<file path="config.mk">
export PLATFORM = sky130hd
export DESIGN_NAME = data_space_access_unit
export DESIGN_NICKNAME = d
export VERILOG_FILES = /design/src/hw/dsau_pkg.sv /design/src/hw/pointer_update.sv /design/src/hw/data_space_access_unit.sv
export SDC_FILE = /design/constraint.sdc
export NUM_CORES = 1
export LEC_CHECK = 0
export ABC_AREA = 1
export ABC_CLOCK_PERIOD_IN_PS = 2000
export BUFFER_PORTS_ARGS = -buffer_cell sky130_fd_sc_hd__buf_4
export CAP_MARGIN = 20
export CORE_MARGIN = 2
export CORE_UTILIZATION = 26
export DETAILED_ROUTE_END_ITERATION = 8
export MAX_ROUTING_LAYER = met4
export PLACE_DENSITY = 0.49
export SYNTH_ARGS = -nofsm -noshare
export SYNTH_HDL_FRONTEND = slang
export SYNTH_SLANG_ARGS = --single-unit
</file>
<file path="constraint.sdc">
create_clock -name core_clk -period 2 [get_ports core_clk]
set_clock_uncertainty 0.2 [all_clocks]
set_input_delay 0.1 -clock core_clk [delete_from_list [all_inputs] [get_ports core_clk]]
set_output_delay 0.1 -clock core_clk [all_outputs]
set_load 0.05 [all_outputs]
</file>
<file path="src/hw/dsau_pkg.sv">
package dsau_pkg;
	// Address and data widths
	localparam int EA_W = 16;
	localparam int DATA_W = 16;
	localparam int PROG_W = 24;
	localparam int PAGE_W = 8;
	// Program-view mapping: low EA bits kept, top EA bit selects the window
	localparam int PV_LOW_BITS = 15;
	localparam int PV_SEL_BIT = 15;
	localparam int PROG_MSB = 23;
	// Byte lane select bit of an effective address
	localparam int LANE_BIT = 0;
	// Fixed X/Y boundary and top of implemented RAM (plain defaults)
	localparam logic [15:0] Y_BASE = 16'h1800;
	localparam logic [15:0] Y_LAST = 16'h1FFF;
	localparam logic [15:0] IMPL_LAST = 16'h27FF;
	// Stall cycles added by a program-view access
	localparam logic [1:0] EXTRA_NONE = 2'h0;
	localparam logic [1:0] EXTRA_SHORT = 2'h1;
	localparam logic [1:0] EXTRA_LONG = 2'h2;
	// Post-modify steps
	localparam logic [15:0] STEP_BYTE = 16'h0001;
	localparam logic [15:0] STEP_WORD = 16'h0002;
	localparam logic [15:0] ZERO_WORD = 16'h0000;
	localparam logic [7:0] ZERO_BYTE = 8'h00;
	// Instruction classes that set the program-view penalty
	typedef enum logic [1:0] {OPC_MAC_PREFETCH, OPC_MOVE, OPC_DWORD_MOVE, OPC_OTHER} op_class_t;
	// Pointer post-modify modes
	typedef enum logic [1:0] {AM_NONE, AM_POSTINC, AM_MODULO, AM_BITREV} amode_t;
	// Access sequencer
	typedef enum logic [1:0] {ST_IDLE, ST_ISSUE, ST_HOLD} state_t;
endpackage

</file>
<file path="src/hw/pointer_update.sv">
`timescale 1ns/1ps
module pointer_update
	import dsau_pkg::*;
(
	// Current pointer and step
	input wire logic [dsau_pkg::EA_W-1:0] ptr,
	input wire logic [dsau_pkg::EA_W-1:0] step,
	// Mode and circular buffer bounds
	input wire dsau_pkg::amode_t mode,
	input wire logic [dsau_pkg::EA_W-1:0] mod_start,
	input wire logic [dsau_pkg::EA_W-1:0] mod_end,
	input wire logic [dsau_pkg::EA_W-1:0] rev_span,
	input wire logic allow_bitrev,
	// Updated pointer
	output logic [dsau_pkg::EA_W-1:0] ptr_next
);
	import dsau_pkg::*;

	logic [EA_W-1:0] ptr_rev; // Pointer bit-reversed
	logic [EA_W-1:0] span_rev; // Span bit-reversed
	logic [EA_W-1:0] sum_rev; // Forward sum of reversed values
	logic [EA_W-1:0] rev_result; // Reverse-carry result

	// Bit reversal, one wire per bit
	for (genvar i = 0; i < EA_W; i++) begin : g_rev
		assign ptr_rev[i] = ptr[EA_W-1-i];
		assign span_rev[i] = rev_span[EA_W-1-i];
		assign rev_result[i] = sum_rev[EA_W-1-i];
	end
	assign sum_rev = ptr_rev + span_rev;

	// Next pointer per mode
	always_comb begin
		unique case (mode)
			AM_NONE: ptr_next = ptr;
			AM_POSTINC: ptr_next = ptr + step;
			// Wrap at the last address of the buffer
			AM_MODULO: ptr_next = (ptr == mod_end) ? mod_start : ptr + step;
			// Reverse carry only on X writes; otherwise plain increment
			AM_BITREV: ptr_next = allow_bitrev ? rev_result : ptr + step;
		endcase
	end
endmodule // pointer_update

</file>
<file path="src/hw/data_space_access_unit.sv">
`timescale 1ns/1ps
// Summary of operation
// - Top EA bit plus enable redirects reads to program
// - Upper 32 Kbytes map onto selectable page
// - Address: page bits above EA low 15
// - Program address bit 23 forced zero
// - Only low 16 program bits returned
// - Table instructions suspend program-view mapping
// - One extra cycle: MAC prefetch, moves
// - Two extra cycles for other instructions
// - Repeat: edges two extra, middle none
// - Dual reads: X excludes Y region
// - Dual reads: X, Y each from own pointers
// - All writes on X bus only
// - Accumulator write-back reaches whole space
// - Bit-reverse X writes; modulo both spaces
// - Invalid or cross-space reads return zero
// - EAs are 16-bit byte addresses
// - Byte read selects lane onto low byte
// - Y path reads whole words only
// - Byte write strobes only addressed lane
// - Post-increment by one or two
// - Misaligned word traps; writes suppressed
// - Byte load keeps register high byte
// - Unused program bits should decode illegal
module data_space_access_unit
	import dsau_pkg::*;
(
	// Clock and reset
	input wire logic core_clk,
	input wire logic rst_n,
	// Access request from the pipeline
	input wire logic req_valid,
	input wire logic req_write,
	input wire logic req_byte,
	input wire logic req_dual,
	input wire logic acc_writeback,
	input wire dsau_pkg::op_class_t op_class,
	input wire logic [dsau_pkg::EA_W-1:0] ea,
	input wire logic [dsau_pkg::DATA_W-1:0] wr_data,
	input wire logic [dsau_pkg::DATA_W-1:0] wreg_old,
	// Dual-read pointers
	input wire logic [dsau_pkg::EA_W-1:0] x_pointer_a,
	input wire logic [dsau_pkg::EA_W-1:0] x_pointer_b,
	input wire logic [dsau_pkg::EA_W-1:0] y_pointer_a,
	input wire logic [dsau_pkg::EA_W-1:0] y_pointer_b,
	input wire logic x_ptr_sel,
	input wire logic y_ptr_sel,
	// Post-modify control
	input wire dsau_pkg::amode_t addr_mode,
	input wire logic [dsau_pkg::EA_W-1:0] mod_start,
	input wire logic [dsau_pkg::EA_W-1:0] mod_end,
	input wire logic [dsau_pkg::EA_W-1:0] rev_span,
	// Core context
	input wire logic program_view_enable,
	input wire logic [dsau_pkg::PAGE_W-1:0] program_view_page,
	input wire logic table_active,
	input wire logic in_repeat,
	input wire logic rpt_first,
	input wire logic rpt_last,
	input wire logic rpt_irq_exit,
	input wire logic rpt_irq_reentry,
	// Memory read data
	input wire logic [dsau_pkg::DATA_W-1:0] x_mem_rdata,
	input wire logic [dsau_pkg::DATA_W-1:0] y_mem_rdata,
	input wire logic [dsau_pkg::PROG_W-1:0] prog_rdata,
	// Memory addresses and strobes
	output logic [dsau_pkg::EA_W-1:0] x_addr_r,
	output logic [dsau_pkg::EA_W-1:0] y_addr_r,
	output logic [dsau_pkg::PROG_W-1:0] prog_addr_r,
	output logic x_rd_en_r,
	output logic y_rd_en_r,
	output logic prog_rd_en_r,
	output logic x_wr_lo_r,
	output logic x_wr_hi_r,
	output logic [dsau_pkg::DATA_W-1:0] x_wr_data_r,
	// Results to the pipeline
	output logic [dsau_pkg::DATA_W-1:0] x_rd_data_r,
	output logic [dsau_pkg::DATA_W-1:0] y_rd_data_r,
	output logic [dsau_pkg::DATA_W-1:0] wreg_data_r,
	output logic [dsau_pkg::EA_W-1:0] x_ptr_next_r,
	output logic [dsau_pkg::EA_W-1:0] y_ptr_next_r,
	output logic done_r,
	output logic stall_r,
	output logic addr_err_r
);
	import dsau_pkg::*;

	state_t state_r; // Sequencer state
	logic [1:0] cnt_r; // Remaining extra cycles
	logic pv_r; // Access goes to program memory
	logic byte_r; // Byte operand
	logic wr_r; // Write access
	logic dual_r; // Dual-operand read
	logic x_zero_r; // X read forced to zero
	logic y_zero_r; // Y read forced to zero
	logic err_r; // Misaligned word access seen
	logic [DATA_W-1:0] wreg_old_r; // Register image for byte merge

	logic take; // Request accepted this cycle
	logic finish; // Last cycle of the access
	logic [EA_W-1:0] xea; // Effective address on X path
	logic [EA_W-1:0] yea; // Effective address on Y path
	logic pv_hit; // Program-view redirect
	logic x_in_y; // X address falls in Y region
	logic y_in_y; // Y address falls in Y region
	logic unimpl; // No memory behind the address
	logic misalign; // Word access at odd address
	logic [1:0] extra_nxt; // Stall cycles for this access
	logic [EA_W-1:0] step; // Post-modify step
	logic [EA_W-1:0] x_next; // X pointer after update
	logic [EA_W-1:0] y_next; // Y pointer after update
	logic [DATA_W-1:0] x_word; // Word seen on the X read path
	logic [7:0] x_lane; // Selected byte

	assign take = (state_r == ST_IDLE) && req_valid;
	assign finish = (state_r != ST_IDLE) && (cnt_r == EXTRA_NONE);

	// Dual reads address X only from X pointers, Y only from Y pointers
	assign xea = (req_dual && !req_write) ? (x_ptr_sel ? x_pointer_b : x_pointer_a) : ea;
	assign yea = y_ptr_sel ? y_pointer_b : y_pointer_a;

	// Redirect reads of the upper half; table instructions suspend it
	assign pv_hit = xea[PV_SEL_BIT] && program_view_enable && !table_active && !req_write;

	assign x_in_y = (xea >= Y_BASE) && (xea <= Y_LAST);
	assign y_in_y = (yea >= Y_BASE) && (yea <= Y_LAST);
	// Full 16-bit byte address space; unbacked addresses read as zero
	assign unimpl = (xea > IMPL_LAST) && !pv_hit;
	// Y path never carries bytes, so only word accesses can misalign
	assign misalign = (!req_byte || req_dual) && (xea[LANE_BIT] || (req_dual && yea[LANE_BIT]));

	// Penalty for a program-view access
	always_comb begin
		extra_nxt = EXTRA_NONE;
		if (pv_hit && in_repeat) begin
			// Loop edges pay twice; steady iterations pay nothing
			if (rpt_first || rpt_last || rpt_irq_exit || rpt_irq_reentry)
				extra_nxt = EXTRA_LONG;
		end else if (pv_hit) begin
			if (op_class == OPC_OTHER)
				extra_nxt = EXTRA_LONG;
			else
				extra_nxt = EXTRA_SHORT;
		end
	end

	// Step scales with operand size; dual prefetches are always words
	assign step = (req_byte && !req_dual) ? STEP_BYTE : STEP_WORD;

	// Byte lane selection shared by data RAM and program view
	assign x_word = x_zero_r ? ZERO_WORD : (pv_r ? prog_rdata[DATA_W-1:0] : x_mem_rdata);
	assign x_lane = x_addr_r[LANE_BIT] ? x_word[15:8] : x_word[7:0];

	// X pointer update: bit-reverse only on writes
	pointer_update u_x_upd (
		.ptr(xea),
		.step(step),
		.mode(addr_mode),
		.mod_start(mod_start),
		.mod_end(mod_end),
		.rev_span(rev_span),
		.allow_bitrev(req_write),
		.ptr_next(x_next)
	);

	// Y pointer update: modulo allowed, never bit-reverse
	pointer_update u_y_upd (
		.ptr(yea),
		.step(STEP_WORD),
		.mode(addr_mode),
		.mod_start(mod_start),
		.mod_end(mod_end),
		.rev_span(rev_span),
		.allow_bitrev(1'b0),
		.ptr_next(y_next)
	);

	// Sequencer: hold the pipeline until the access ends
	always_ff @(posedge core_clk or negedge rst_n) begin
		if (!rst_n) begin
			state_r <= ST_IDLE;
			cnt_r <= EXTRA_NONE;
		end else begin
			unique case (state_r)
				ST_IDLE: begin
					if (take) begin
						state_r <= ST_ISSUE;
						cnt_r <= extra_nxt;
					end
				end
				ST_ISSUE, ST_HOLD: begin
					// Program-view penalty cycles count down here before completion
					if (finish)
						state_r <= ST_IDLE;
					else begin
						state_r <= ST_HOLD;
						cnt_r <= cnt_r - 2'h1;
					end
				end
			endcase
		end
	end

	// Stall from acceptance to completion
	always_ff @(posedge core_clk or negedge rst_n) begin
		if (!rst_n)
			stall_r <= 1'b0;
		else if (take)
			stall_r <= 1'b1;
		else if (finish)
			stall_r <= 1'b0;
	end

	// Capture of the request attributes
	always_ff @(posedge core_clk or negedge rst_n) begin
		if (!rst_n) begin
			pv_r <= 1'b0;
			byte_r <= 1'b0;
			wr_r <= 1'b0;
			dual_r <= 1'b0;
			x_zero_r <= 1'b0;
			y_zero_r <= 1'b0;
			err_r <= 1'b0;
			wreg_old_r <= ZERO_WORD;
		end else if (take) begin
			pv_r <= pv_hit;
			byte_r <= req_byte && !req_dual;
			wr_r <= req_write;
			dual_r <= req_dual && !req_write;
			// Write-back sees the whole space; dual reads exclude Y from X
			x_zero_r <= !req_write && (unimpl || (req_dual && !acc_writeback && x_in_y));
			y_zero_r <= req_dual && !y_in_y;
			err_r <= misalign;
			wreg_old_r <= wreg_old;
		end
	end

	// Addresses toward the arrays
	always_ff @(posedge core_clk or negedge rst_n) begin
		if (!rst_n) begin
			x_addr_r <= ZERO_WORD;
			y_addr_r <= ZERO_WORD;
			prog_addr_r <= '0;
		end else if (take) begin
			x_addr_r <= xea;
			y_addr_r <= yea;
			// Page on top of EA low bits; top program bit forced clear
			prog_addr_r <= {1'b0, program_view_page, xea[PV_LOW_BITS-1:0]};
		end
	end

	// Read enables stand through the whole access
	always_ff @(posedge core_clk or negedge rst_n) begin
		if (!rst_n) begin
			x_rd_en_r <= 1'b0;
			y_rd_en_r <= 1'b0;
			prog_rd_en_r <= 1'b0;
		end else if (take) begin
			x_rd_en_r <= !req_write && !pv_hit;
			y_rd_en_r <= req_dual && !req_write;
			prog_rd_en_r <= pv_hit;
		end else if (finish) begin
			x_rd_en_r <= 1'b0;
			y_rd_en_r <= 1'b0;
			prog_rd_en_r <= 1'b0;
		end
	end

	// Write strobes: X bus only, one cycle, lane per byte address
	always_ff @(posedge core_clk or negedge rst_n) begin
		if (!rst_n) begin
			x_wr_lo_r <= 1'b0;
			x_wr_hi_r <= 1'b0;
			x_wr_data_r <= ZERO_WORD;
		end else if (take && req_write && !misalign) begin
			// Misaligned writes run to completion with no update
			x_wr_lo_r <= !req_byte || !xea[LANE_BIT];
			x_wr_hi_r <= !req_byte || xea[LANE_BIT];
			// Byte data rides on both lanes; strobe picks one
			x_wr_data_r <= req_byte ? {wr_data[7:0], wr_data[7:0]} : wr_data;
		end else begin
			x_wr_lo_r <= 1'b0;
			x_wr_hi_r <= 1'b0;
		end
	end

	// Updated pointers, registered when the request is taken
	always_ff @(posedge core_clk or negedge rst_n) begin
		if (!rst_n) begin
			x_ptr_next_r <= ZERO_WORD;
			y_ptr_next_r <= ZERO_WORD;
		end else if (take) begin
			x_ptr_next_r <= x_next;
			y_ptr_next_r <= y_next;
		end
	end

	// Read data capture at the end of the access
	always_ff @(posedge core_clk or negedge rst_n) begin
		if (!rst_n) begin
			x_rd_data_r <= ZERO_WORD;
			y_rd_data_r <= ZERO_WORD;
			wreg_data_r <= ZERO_WORD;
		end else if (finish && !wr_r) begin
			// Upper program bits are dropped; they should hold an illegal opcode
			x_rd_data_r <= byte_r ? {ZERO_BYTE, x_lane} : x_word;
			y_rd_data_r <= (y_zero_r || !dual_r) ? ZERO_WORD : y_mem_rdata;
			// Byte loads leave the register high byte alone
			wreg_data_r <= byte_r ? {wreg_old_r[15:8], x_lane} : x_word;
		end
	end

	// Completion pulse and address error trap
	always_ff @(posedge core_clk or negedge rst_n) begin
		if (!rst_n) begin
			done_r <= 1'b0;
			addr_err_r <= 1'b0;
		end else begin
			done_r <= finish;
			addr_err_r <= finish && err_r;
		end
	end
endmodule // data_space_access_unit

</file>
**Word-level counts from Yosys, hierarchy flattened**

Index checks and enable logic that the tools add are counted.

- Flip-flop bits (word level): 186

- $lt $le $gt $ge: 5
- Mux-type cells: 33
- $add $sub $neg: 4
- Reduce and logical (&&, ||, !) cells: 50
- Equality and inequality tests: 10

Operators by type and width:

| operator | count |
|---|---|
| $mux 16 | 12 |
| $pmux 16 s4 | 1 |
| $pmux 16 s3 | 1 |
| $eq 16x16->1 | 2 |
| $ge 16x13->1 const B | 2 |
| $le 16x13->1 const B | 2 |
| $logic_and 1x1->1 | 22 |
| $mux 2 | 9 |
| $add 16x16->16 | 1 |
| $add 16x2->16 | 1 |
| $add 16x2->16 const B | 1 |
| $gt 16x14->1 const B | 1 |
| $logic_not 1->1 | 11 |
| $logic_or 1x1->1 | 9 |
| $eq 2x2->1 const B | 4 |
| $mux 8 | 1 |
| $pmux 2 s2 | 2 |
| $mux 1 | 7 |
| $logic_not 2->1 | 3 |
| $eq 2x1->1 const B | 2 |
| $ne 2x2->1 const B | 2 |
| $reduce_bool 2->1 | 2 |
| $reduce_or 2->1 | 2 |
| $reduce_and 2->1 | 1 |
| $sub 2x1->2 const B | 1 |

**Longest topological paths before layout**

Gate-level depths: netlist of run 1.

- Depth in word-level cells: 10
- Depth in mapped cells: 22
- Mapped depth without buffers: 20

**Modules after synthesis**

Synthesis of run 1 repeated with hierarchy kept, for this count alone.

- Cell total of the unflattened synthesis: 2050
- Area total of the unflattened synthesis: 12931.2 sq um

Modules (own cells, without submodules):

| module | instances | sequential area each (sq um) | area an instance (sq um) | cells an instance |
|---|---|---|---|---|
| data_space_access_unit | 1 | 3878.7 | 7250.7 | 886 |
| pointer_update (u_x_upd) | 1 | 0.0 | 2910.3 | 595 |
| pointer_update (u_y_upd) | 1 | 0.0 | 2770.2 | 569 |

**Worst setup path before layout of run 1**

Ideal clock, no wire load.

- Kind: input-to-reg
- From: input x_ptr_sel
- To: register x_ptr_next_r[5] in the netlist's numbering
- Required time: 1.682 ns
- Path slack: -0.707 ns
- Arrival: 2.390 ns
- Cell stages on the path: 20
- Path buffers: 2
- Cell sequence: buf_2 inv_2 buf_4 nand2_1 nand3_1 nand2_1 inv_1 ha_1 fa_1 nand3_1 nand3_1 a21oi_1 nor2_1 nor2_1 xor2_1 nor2_1 nor2_1 nand2_1 nand2_1 nand2_1

- Longest elaborated chain between the ends: 5

RTL lines:

| item | line | source |
|---|---|---|
| start, declared | data_space_access_unit.sv:47 | `input wire logic x_ptr_sel,` |
| $mux 16 * (2 in series) | data_space_access_unit.sv:120 | `assign xea = (req_dual && !req_write) ? (x_ptr_sel ? x_pointer_b : x_pointer_a) : ea;` |
| named net u_x_upd.ptr, one bit | pointer_update.sv:6 | `input wire logic [dsau_pkg::EA_W-1:0] ptr,` |
| $add 16x16->16 or $eq 16x16->1 (tied branches) | pointer_update.sv:30, pointer_update.sv:38 |  |
| $mux 16, on equally long branches | pointer_update.sv:40, pointer_update.sv:38 |  |
| $pmux 16 s4 * | pointer_update.sv:34 | `unique case (mode)` |
| end signal, assigned | data_space_access_unit.sv:294 | `x_ptr_next_r <= x_next;` |
| end, declared | data_space_access_unit.sv:81 | `output logic [dsau_pkg::EA_W-1:0] x_ptr_next_r,` |

The timed path passes the listed nets; every way through them passes the cells marked *.
A chain may end at the register's enable or synchronous reset.

**Worst setup path after layout of run 1**

- From: input req_dual
- To: register x_ptr_next_r[14] in the netlist's numbering

RTL lines:

| item | line | source |
|---|---|---|
| start, declared | data_space_access_unit.sv:36 | `input wire logic req_dual,` |
| $logic_and 1x1->1 * | data_space_access_unit.sv:120 |  |
| $mux 16 * | data_space_access_unit.sv:120 |  |
| named net u_x_upd.ptr, one bit | pointer_update.sv:6 |  |
| $add 16x2->16 or $eq 16x16->1 (tied branches) | pointer_update.sv:36, pointer_update.sv:38, pointer_update.sv:40 |  |
| $mux 16, on equally long branches | pointer_update.sv:40, pointer_update.sv:38 |  |
| $pmux 16 s4 * | pointer_update.sv:34 |  |

Marks and branches as above.

==> results of run 1 <==
## cell type report
class / instances / area share [%]
clock buffers: 19 / 2.37
clock inverters: 13 / 0.909
inverters: 178 / 3.78
multi-input cells: 1159 / 35.1
flip-flops and latches: 155 / 20.7
well taps: 525 / 3.51
repair buffers: 762 / 33.6
## final timing paths
| path | from | to | depth (start not counted) |
|---|---|---|---|
| max in group asynchronous | rst_n | x_ptr_next_r[15] | 3 |
| hold / removal | mod_start[11] | y_ptr_next_r[11] | 5 |
| hold reg to reg | y_ptr_next_r[15] | y_ptr_next_r[15] | 2 |
| min in group asynchronous | rst_n | y_ptr_next_r[13] | 3 |
| setup / recovery | req_dual | x_ptr_next_r[14] | 22 |
| setup reg to reg | pv_r | x_rd_data_r[1] | 6 |
## cells by family after synthesis
family	after synthesis	synth area share, %
other	1	0.0355
AO/OA/AOI/OAI	242	13.0
AND/OR/NAND/NOR	864	34.2
adder cells (fa/ha/maj)	22	2.75
buffers and inverters	264	10.9
XOR/XNOR	30	2.49
flip-flops	155	36.7
## through the flow
step	setup TNS, ps	instance area, sq um	util, %	setup WS, ps
3_3_place_gp	-14490	15500	38.8	-726
2_1_floorplan	-3450	10700	-	-441
4_1_cts	-252	17900	44.7	-57.8
3_5_place_dp	-15100	15500	38.8	-718
5_1_grt	-1810	18700	46.9	-222
6_report	-381	18700	46.9	-132
## sequential cells by signal (all words and copies together) (netlist names), 2 cells and up
signal        cells
x_rd_data_r      16
cnt_r             2
y_ptr_next_r     16
y_addr_r         16
x_wr_data_r      16
wreg_old_r        8
prog_addr_r       8
state_r           2
x_ptr_next_r     16
y_rd_data_r      16
x_addr_r         16
wreg_data_r       8
## timing repair
item                       CTS  global route
cloned                       1             3
hold buffers               123             0
buffers inserted            15            25
pin swaps                   47           100
setup endpoints to repair   16            41
gates resized for setup     90           173
hold endpoints to repair   263             0
## layer usage
layer,vias to the layer above,wire length (microns),track usage [%]
li1,6408,-,-
met1,6043,21400,29.5
met2,406,25700,42.5
met3,71,2710,3.67
met4,0,1470,7.32
met5,-,0,-
## worst reg2reg max path, stage by stage (launching register included)
cell and delay (ps):
dfrtp_1 400, buf_6 180, nor2_1 70, nor3_2 180
nand2_1 60, dlygate4sd3_1 550, a2bb2oi_1 170
## where the power goes
group	internal (mW)	switching, mW
Sequential	4.61	0.992
Combinational	4.68	9.61
Clock	1.94	1.57
## cell usage in the layout, fill, tap and decap left out, drive strengths merged, types with 13 or more instances in the layout
master,n
nor3,14
nand2,572
nand4,17
dfrtp,155
xor2,26
inv,183
nand3b,13
dlygate4sd3,117
nand3,129
a21oi,70
o21ai,124
buf,638
ha,20
clkbuf,21
nor2,112
==> key figures, run 1 <==
Synthesis
  • Synth area leader: dfrtp_1
  • Post-synthesis sequential area ratio: 36.7%
  • Synthesized Nets: 1844
  • Synth warn: 0
  • Top_reg_cell synth: dfrtp_1
  • Post-synth EDFFs: 0
  • Number of synthesized register bits: between 150 and 200
  • Commonest cells in the netlist: 563 x nand2_1, 169 x inv_1, 155 x dfrtp_1
  • Top cells by area, synth: dfrtp_1 37%, nand2_1 20%, nand3_1 6.1%, inv_1 6.0%, o21ai_0 5.2%
  • Synth Instances: roughly 1600
  • Distinct cells, synth: 46
  • Async SR Flop Fraction: 100%
  • Mapped Area: 10600 sq um
  • Synth top area share: 36.7%
  • Count leader, synth: nand2_1
  • Syn Area/Cell: between 6 and 7 sq um

STA
  • Worst Tran Pin Value: ~570 ps
  • Unrepaired setup endpoints after global routing: true
  • Final hold slack: -1.76 ps
  • Setup-failing EPs final: 7
  • Fmax: 0.469 GHz
  • Fin crit period: 2130 ps
  • Fin crit share: 107%
  • Hold Fails Final Rpt: 1
  • Max-Slew Margin vs Limit: 62.2%
  • Worst setup margin: -132 ps
  • Max Slew Vio Count: 0

Floorplan
  • Placeable Area: 39900 sq um
  • Die X: 206 microns
  • Die area: about 42000 sq um
  • Die height: 206 microns
  • Starting Density: a little over a quarter
  • I/O Pins: around 400
  • Site Rows: 73

Cells and area
  • Reg area: about 3900 sq um
  • Layout cell share with drive strength beyond 1: 39.2%
  • Area occupied by multi-input gates: 6570 sq um
  • Nets: around 2500
  • Ant diodes: 0
  • Fill count: between 4000 and 5000
  • Layout Cells excl Fill: 2811
  • Area growth from synthesis to layout: 77.3%

Critical path
  • Signal arrival time at the worst endpoint: 2280 ps
  • Startpoint types: input pin
  • CP max-delay cell: fa_2
  • CP Class: in -> reg
  • Worst-path maximum fanout: 4
  • CP bufs+invs: 8
  • Max incr delay on CP: approximately 360 ps
  • Critical Path, Cell by Cell: buf_12 -> clkinv_8 -> nor2_4 -> buf_6 -> buf_6 -> nand3_4 -> nand2_4 -> inv_4 -> ha_4 -> inv_2 -> fa_2 -> inv_4 -> buf_12 -> nand3_4 -> nor2_4 -> nand4_1 -> nand2_2 -> nand2_1 -> nand3_1 -> nand3_2 -> nand2_1 -> nand2_1
  • Cell family with most CP delay: simple AND/OR/NAND/NOR gates
  • Flop2flop setup slack: 110 ps
  • Cell mode on critical path: nand2_1
  • Worst EP required: 2140 ps
  • Crit end category: flop

Routing
  • DR vias: 12900
  • Initial DRC count: slightly below 800
  • First-pass DRT Iterations: 5
  • # DRC: 0
  • Antenna-violating nets left: 0
  • Drt total wl: 51400 microns
  • Vias per cell: 4.60
  • WL per Instance: 18.3 microns

Clock tree
  • Max clock buf depth: 2
  • Later-pin clock latency in the skew report: 450 ps
  • Sink Count: 155
  • Num CTS Buffers: 17
  • CTS clk-pin slew, worst paths: about 70 ps
  • Htree depth: 4
  • CTS tree: done
  • Root Buffer Master: clkbuf_16

Power
  • Leak pwr: 9.82 nW
  • PD cells: about 1200 nW/um^2
  • Worst IR Drop VDD: 713 uV
  • Tot Pwr: 23.4 mW

Run status
  • Run status: finished, violations left
  • Failing checks: hold timing, setup timing

Global routing
  • GRT Total Usage: roughly a quarter
  • Largest net degree at the start of global routing: 62
  • Grt total ovfl: 0
  • Initial antenna violation count: 0
  • First-pass GRT wire length: 75500 microns
  • Vias in the first global route: between 10000 and 15000

Place
  • Placer Congestion: 0.939
  • Buffers on Ports: 386
  • DP HPWL: 40100 microns
  • DP Cell Count: between 2000 and 3000

Worst hold path
  • Hold Path Class: in -> reg

Job
  • Max Cap Viol: 0
Power figures use the tool's default switching activity.
==> inputs of run 2 (changes only) <==
--- a/config.mk
+++ b/config.mk
@@ -13,7 +13,7 @@
 export CORE_UTILIZATION = 26
 export DETAILED_ROUTE_END_ITERATION = 8
 export MAX_ROUTING_LAYER = met4
-export PLACE_DENSITY = 0.49
+export PLACE_DENSITY = 0.47
 export SYNTH_ARGS = -nofsm -noshare
 export SYNTH_HDL_FRONTEND = slang
 export SYNTH_SLANG_ARGS = --single-unit
==> run 2 against run 1 <==
The flow finishes with violations (setup timing); final cell count shrank 1.2%; combinational power shrank 3%; fmax grew 0.66%; register-to-register slack gained 40 ps; sequential share of layout area grew 0.83 points; worst setup slack gained 14 ps; critical path depth shrank 1; non-clock buffer count shrank 34.
==> key figures, run 2 (synthesis results as in run 1) <==
Place
  • Buffers on Ports: 386 (unchanged)
  • DP HPWL: 39500 microns (was 40100 microns)
  • Placer Congestion: 0.949 (was 0.939)
  • DP Cell Count: 2602 (was 2618)

Critical path
  • Critical Path, Cell by Cell: buf_12 -> inv_8 -> nor2_4 -> buf_6 -> buf_6 -> nand2_4 -> nand2_4 -> ha_4 -> a21oi_2 -> nand3b_1 -> buf_6 -> buf_6 -> nor3_4 -> nand2_1 -> nand2_2 -> nand2_1 -> nand2_1 -> nand3_1 -> nand2_1 -> nand2_2 -> nand2_1 (was buf_12 -> clkinv_8 -> nor2_4 -> buf_6 -> buf_6 -> nand3_4 -> nand2_4 -> inv_4 -> ha_4 -> inv_2 -> fa_2 -> inv_4 -> buf_12 -> nand3_4 -> nor2_4 -> nand4_1 -> nand2_2 -> nand2_1 -> nand3_1 -> nand3_2 -> nand2_1 -> nand2_1)
  • Worst-path maximum fanout: 4 (unchanged)
  • Max incr delay on CP: 260 ps (was 360 ps)
  • Crit end category: flop (unchanged)
  • Worst EP required: 2190 ps (was 2140 ps)
  • Startpoint types: input pin (unchanged)
  • Crit path from: req_dual (unchanged)
  • Cell family with most CP delay: simple AND/OR/NAND/NOR gates (unchanged)
  • Cell mode on critical path: nand2_1 (unchanged)
  • CP bufs+invs: 6 (was 8)
  • FF-to-FF Start: pv_r (unchanged)
  • CP Class: in -> reg (unchanged)
  • Signal arrival time at the worst endpoint: 2310 ps (was 2280 ps)
  • CP max-delay cell: ha_4 (was fa_2)

Floorplan
  • Site Rows: 73 (unchanged)
  • Placeable Area: 39900 sq um (unchanged)
  • Starting Density: 26.5% (unchanged)
  • Die X: 206 microns (unchanged)
  • Die area: 42300 sq um (unchanged)
  • I/O Pins: 404 (unchanged)
  • Die height: 206 microns (unchanged)

Clock tree
  • Htree depth: 4 (unchanged)
  • Later-pin clock latency in the skew report: 450 ps (about the same)
  • CTS clk-pin slew, worst paths: 60 ps (was 70 ps)
  • CTS tree: done (unchanged)
  • Num CTS Buffers: 17 (unchanged)
  • Sink Count: 155 (unchanged)
  • Max clock buf depth: 2 (unchanged)
  • Root Buffer Master: clkbuf_16 (unchanged)

Routing
  • DR vias: 12800 (was 12900)
  • Initial DRC count: 768 (was 780)
  • Antenna-violating nets left: 0 (unchanged)
  • Met3 WL: 2750 microns (was 2710 microns)
  • Max layer used: met4 (unchanged)
  • First-pass DRT Iterations: 7 (was 5)
  • Vias per cell: 4.61 (was 4.60)
  • Drt total wl: 49800 microns (was 51400 microns)
  • # DRC: 0 (unchanged)
  • DRT met1 WL: 21000 microns (was 21400 microns)
  • DR WL met2: 24800 microns (was 25700 microns)
  • WL per Instance: 17.9 microns (was 18.3 microns)

Cells and area
  • Final core utilization: 45.1% (was 46.9%)
  • Reg area: 3880 sq um (unchanged)
  • Most common cell after layout, fill and taps aside: buf_4 (unchanged)
  • Area occupied by multi-input gates: 6150 sq um (was 6570 sq um)
  • Area growth from synthesis to layout: 70.4% (was 77.3%)
  • Most frequent cells in the layout: 573 x buf_4, 521 x nand2_1, 160 x inv_1 (was 601 x buf_4, 489 x nand2_1, 155 x inv_1, 155 x dfrtp_1, 117 x dlygate4sd3_1)
  • Fill count: 4068 (was 4042)
  • Nets: 2505 (was 2539)
  • Layout Cells excl Fill: 2778 (was 2811)
  • Layout cell share with drive strength beyond 1: 34.6% (was 39.2%)

Global routing
  • Largest net degree at the start of global routing: 62 (unchanged)
  • Vias in the first global route: 12600 (was 12900)
  • Grt total ovfl: 0 (unchanged)
  • Initial antenna violation count: 2 (was 0)
  • GRT Total Usage: 24.0% (was 24.6%)
  • First-pass GRT wire length: 73500 microns (was 75500 microns)

STA
  • Unrepaired setup endpoints after global routing: true (unchanged)
  • Final setup TNS: -678 ps (was -381 ps)
  • Hold Fails Final Rpt: 0 (was 1)
  • Fin crit period: 2120 ps (was 2130 ps)
  • Fmax: 0.472 GHz (was 0.469 GHz)
  • Max Slew Vio Count: 0 (unchanged)
  • Worst Tran Pin Value: 528 ps (was 565 ps)
  • Max-Slew Margin vs Limit: 64.6% (was 62.2%)
  • Worst setup margin: -118 ps (was -132 ps)
  • Setup-failing EPs final: 11 (was 7)
  • Final hold slack: 11.5 ps (was -1.76 ps)
  • Fin crit share: 106% (was 107%)

Run status
  • Run status: finished, violations left (unchanged)
  • Failing checks: setup timing (was hold timing, setup timing)

Worst hold path
  • Hold Path Class: in -> reg (unchanged)
  • HP Start: req_write (was mod_start[11])

Power
  • PD cells: 1270 nW/um^2 (was 1250 nW/um^2)
  • Tot Pwr: 22.9 mW (was 23.4 mW)
  • Worst IR Drop VDD: 900 uV (was 713 uV)
  • Leak pwr: 9.50 nW (was 9.82 nW)

Job
  • Max Cap Viol: 0 (unchanged)
==> run 2: changes by cell type in the layout (fill, tap and decap cells not counted), sizes merged <==
| cell | change |
|---|---|
| clkinvlp | +2 |
| dlymetal6s4s | -1 |
| bufinv | -2 |
| inv | +2 |
| clkinv | -1 |
| diode | +1 |
| buf | -38 |
| clkbuf | -2 |
| dlygate4sd3 | +6 |
==> run 2: per-layer routing <==
| metal | vias up | GRT usage, % |
|---|---|---|
| met2 | 407 | 41.1 |
| met4 | 0 | 7.40 |
| met3 | 76 | 3.80 |
| met1 | 5984 | 28.8 |
| li1 | 6346 | - |
| met5 | - | - |
==> run 2: report_power, final <==
part | switching, mW | leakage [nW] | internal (mW) | total [mW]
logic | 9.43 | 7.31 | 4.50 | 13.9
clock network | 1.64 | 0.279 | 1.70 | 3.34
registers | 1.00 | 1.91 | 4.61 | 5.61
total | 12.1 | 9.50 | 10.8 | 22.9
==> run 2: repair_timing <==
action	CTS	global route
buffers inserted	9	11
cloned	0	1
resized for setup	63	78
hold buffers	127	0
endpoints found under the hold margin	271	0
setup endpoints to repair	16	31
pin swaps	27	77
==> run 2: per-stage QoR <==
stage                     area, sq um  worst slack [ps]
after detailed placement        15400              -802
after global routing            18000              -233
final                           18000              -118
after floorplan                 10700              -441
after CTS                       17600             -56.0
after global placement          15400              -748
==> run 2: cell type report <==
type	instances	area share [%]
well taps	525	3.65
diodes	1	0.0139
inverters	178	3.84
clock buffers	18	2.44
clock inverters	14	0.813
flip-flops and latches	155	21.5
multi-input cells	1159	34.1
repair buffers	728	33.5
==> run 2: path summary, 6_finish.rpt <==
check,endpoint,slack [ps],cells past startpoint
worst max-delay path,x_ptr_next_r[15],-120,21
worst max register to register,x_rd_data_r[7],150,6
min in group asynchronous,state_r[1],460,3
worst min register to register,prog_addr_r[20],280,2
max in group asynchronous,x_rd_data_r[7],430,4
worst min-delay path,wr_r,10,4
==> run 2: tightest hold or removal path, cell delays in order <==
cell    delay, ps
buf_12         90
buf_4         200
nor2_1        120
nor2_1        110
==> inputs of run 3 (changes only) <==
--- a/config.mk
+++ b/config.mk
@@ -13,7 +13,7 @@
 export CORE_UTILIZATION = 26
 export DETAILED_ROUTE_END_ITERATION = 8
 export MAX_ROUTING_LAYER = met4
-export PLACE_DENSITY = 0.47
+export PLACE_DENSITY_LB_ADDON = 0.25
 export SYNTH_ARGS = -nofsm -noshare
 export SYNTH_HDL_FRONTEND = slang
 export SYNTH_SLANG_ARGS = --single-unit
==> run 3 against run 2 <==
Sequential power barely moved; first-iteration DRC count is 1.0% lower; combinational power hardly changed; fmax increased by 2.2%; clock power down 2%; the flow still finishes with violations (setup timing); worst hold slack got worse by 8.8 ps.
==> key figures, run 3 (synthesis results as in run 1) <==
Routing
  • Vias per cell: 4.65 (was 4.61)
  • DR vias: 13000 (was 12800)
  • WL per Instance: 18.2 microns (was 17.9 microns)
  • # DRC: 0 (unchanged)
  • Drt total wl: 50800 microns (was 49800 microns)
  • First-pass DRT Iterations: 5 (was 7)
  • Initial DRC count: 760 (was 768)
  • Antenna-violating nets left: 0 (unchanged)

Critical path
  • Critical Path, Cell by Cell: buf_12 -> clkinv_8 -> nor2_4 -> buf_6 -> nand3_4 -> nand2_4 -> inv_4 -> ha_4 -> inv_2 -> fa_2 -> inv_4 -> buf_4 -> buf_4 -> nand3_1 -> nand2_1 -> nand2_1 -> nand2_1 -> nand3_1 -> nand3_1 -> nand2_1 -> nand2_1 (was buf_12 -> inv_8 -> nor2_4 -> buf_6 -> buf_6 -> nand2_4 -> nand2_4 -> ha_4 -> a21oi_2 -> nand3b_1 -> buf_6 -> buf_6 -> nor3_4 -> nand2_1 -> nand2_2 -> nand2_1 -> nand2_1 -> nand3_1 -> nand2_1 -> nand2_2 -> nand2_1)
  • CP max-delay cell: fa_2 (was ha_4)
  • CP bufs+invs: 8 (was 6)
  • Max incr delay on CP: 230 ps (was 260 ps)
  • Crit end category: flop (unchanged)
  • Cell mode on critical path: nand2_1 (unchanged)
  • Startpoint types: input pin (unchanged)
  • CP Class: in -> reg (unchanged)
  • Worst-path maximum fanout: 8 (was 4)
  • Signal arrival time at the worst endpoint: 2210 ps (was 2310 ps)
  • Worst EP required: 2140 ps (was 2190 ps)
  • Cell family with most CP delay: simple AND/OR/NAND/NOR gates (unchanged)

Floorplan
  • Die height: 206 microns (unchanged)
  • I/O Pins: 404 (unchanged)
  • Site Rows: 73 (unchanged)
  • Die X: 206 microns (unchanged)
  • Die area: 42300 sq um (unchanged)
  • Placeable Area: 39900 sq um (unchanged)
  • Starting Density: 26.5% (unchanged)

Clock tree
  • Num CTS Buffers: 17 (unchanged)
  • CTS tree: done (unchanged)
  • Htree depth: 4 (unchanged)
  • CTS clk-pin slew, worst paths: 70 ps (was 60 ps)
  • Max clock buf depth: 2 (unchanged)
  • Later-pin clock latency in the skew report: 440 ps (was 450 ps)
  • Sink Count: 155 (unchanged)
  • Root Buffer Master: clkbuf_16 (unchanged)

STA
  • Unrepaired setup endpoints after global routing: true (unchanged)
  • Fmax: 0.482 GHz (was 0.472 GHz)
  • Setup-failing EPs final: 8 (was 11)
  • Hold Fails Final Rpt: 0 (unchanged)
  • Max Slew Vio Count: 0 (unchanged)
  • Worst setup margin: -72.9 ps (was -118 ps)
  • Max-Slew Margin vs Limit: 58.8% (was 64.6%)
  • Fin crit share: 104% (was 106%)
  • Worst Tran Pin Value: 619 ps (was 528 ps)
  • Fin crit period: 2070 ps (was 2120 ps)

Power
  • Worst IR Drop VDD: 819 uV (was 900 uV)
  • PD cells: 1270 nW/um^2 (about the same)
  • Leak pwr: 9.56 nW (was 9.50 nW)
  • Tot Pwr: 23.1 mW (was 22.9 mW)

Place
  • Placer Congestion: 1.01 (was 0.949)
  • Buffers on Ports: 386 (unchanged)
  • Placed Area: 15500 sq um (was 15400 sq um)
  • DP Cell Count: 2617 (was 2602)
  • DP HPWL: 39700 microns (was 39500 microns)

Cells and area
  • Most common cell after layout, fill and taps aside: buf_4 (unchanged)
  • Ant diodes: 0 (was 1)
  • Area growth from synthesis to layout: 71.9% (was 70.4%)
  • Layout cell share with drive strength beyond 1: 36.0% (was 34.6%)
  • Nets: 2524 (was 2505)
  • Layout Cells excl Fill: 2796 (was 2778)
  • Most frequent cells in the layout: 599 x buf_4, 518 x nand2_1, 158 x inv_1 (was 573 x buf_4, 521 x nand2_1, 160 x inv_1)
  • Design Area, Final: 18200 sq um (was 18000 sq um)

Run status
  • Run status: finished, violations left (unchanged)
  • Failing checks: setup timing (unchanged)

Global routing
  • Grt total ovfl: 0 (unchanged)
  • Largest net degree at the start of global routing: 61 (was 62)
  • First-pass GRT wire length: 75100 microns (was 73500 microns)
  • Initial antenna violation count: 0 (was 2)
  • GRT Total Usage: 24.3% (was 24.0%)
  • Vias in the first global route: 13100 (was 12600)

Job
  • Max Cap Viol: 0 (unchanged)

Worst hold path
  • Hold Path Class: in -> reg (unchanged)
run 3: cell types whose count changed in the layout (fill, tap and decap cells not counted), moves of 3 or more:
cell and change:
nor3_1 -4, inv_8 -4, dlygate4sd3_1 -3, dlymetal6s4s_1 -4, o21ai_1 -3, nand2_1 -3, nor2_1 -3, nor3_2 +4
buf_4 +26, xor2_1 +3, xor2_2 -3, o21ai_2 +3, nand2_4 +4, buf_12 -3
run 3: path summary, 6_finish.rpt:
kind	startpoint	endpoint	slack [ps]	cells past startpoint
setup / recovery	req_dual	x_ptr_next_r[10]	-70	21
hold / removal	y_pointer_b[5]	y_addr_r[5]	3	6
setup reg to reg	pv_r	x_rd_data_r[7]	60	7
hold reg to reg	stall_r	stall_r	280	2
max in group asynchronous	rst_n	x_ptr_next_r[13]	1000	3
min in group asynchronous	rst_n	state_r[0]	10	3
run 3: metrics by stage:
stage | hold WS [ps] | utilization (%) | setup WS (ps) | setup TNS [ps]
6_report | 2.69 | 45.5 | -72.9 | -229
5_1_grt | -3.62 | 45.5 | -183 | -2190
4_1_cts | 0.979 | 44.2 | -16.7 | -43.9
3_5_place_dp | -299 | 38.8 | -710 | -13490
3_3_place_gp | -299 | 38.8 | -670 | -12390
2_1_floorplan | -396 | - | -441 | -3450
run 3: cell type report:
class	count	area [sq um]
fillers	4011	21800
multi-input cells	1159	6200
repair buffers	747	6130
flip-flops and latches	155	3880
inverters	178	709
well taps	525	657
clock buffers	19	443
clock inverters	13	131
run 3: power by group:
| part | switching (mW) | internal (mW) | total (mW) |
|---|---|---|---|
| registers | 1.03 | 4.61 | 5.64 |
| clock network | 1.48 | 1.78 | 3.26 |
| logic | 9.54 | 4.63 | 14.2 |
| total | 12.1 | 11.0 | 23.1 |
run 3: metal layers:
metal  wire length [microns]  GRT usage (%)
met4                    1810           9.43
met3                    2730           3.83
met2                   25200           41.3
met1                   21000           28.9
met5                       0              -
run 3: tightest hold or removal path, delay by kind of cell:
kind	cells	cell delay, ps
compound gates	2	140
buf+inv	3	300
simple gates	1	50
run 3: timing repair:
| item | in CTS | in global routing |
|---|---|---|
| endpoints found under the setup margin | 16 | 50 |
| gates resized for setup | 58 | 102 |
| pin swaps | 32 | 49 |
| hold buffers | 120 | 0 |
| setup buffers | 13 | 14 |
| endpoints found under the hold margin | 263 | 0 |
| gates cloned | 1 | 2 |
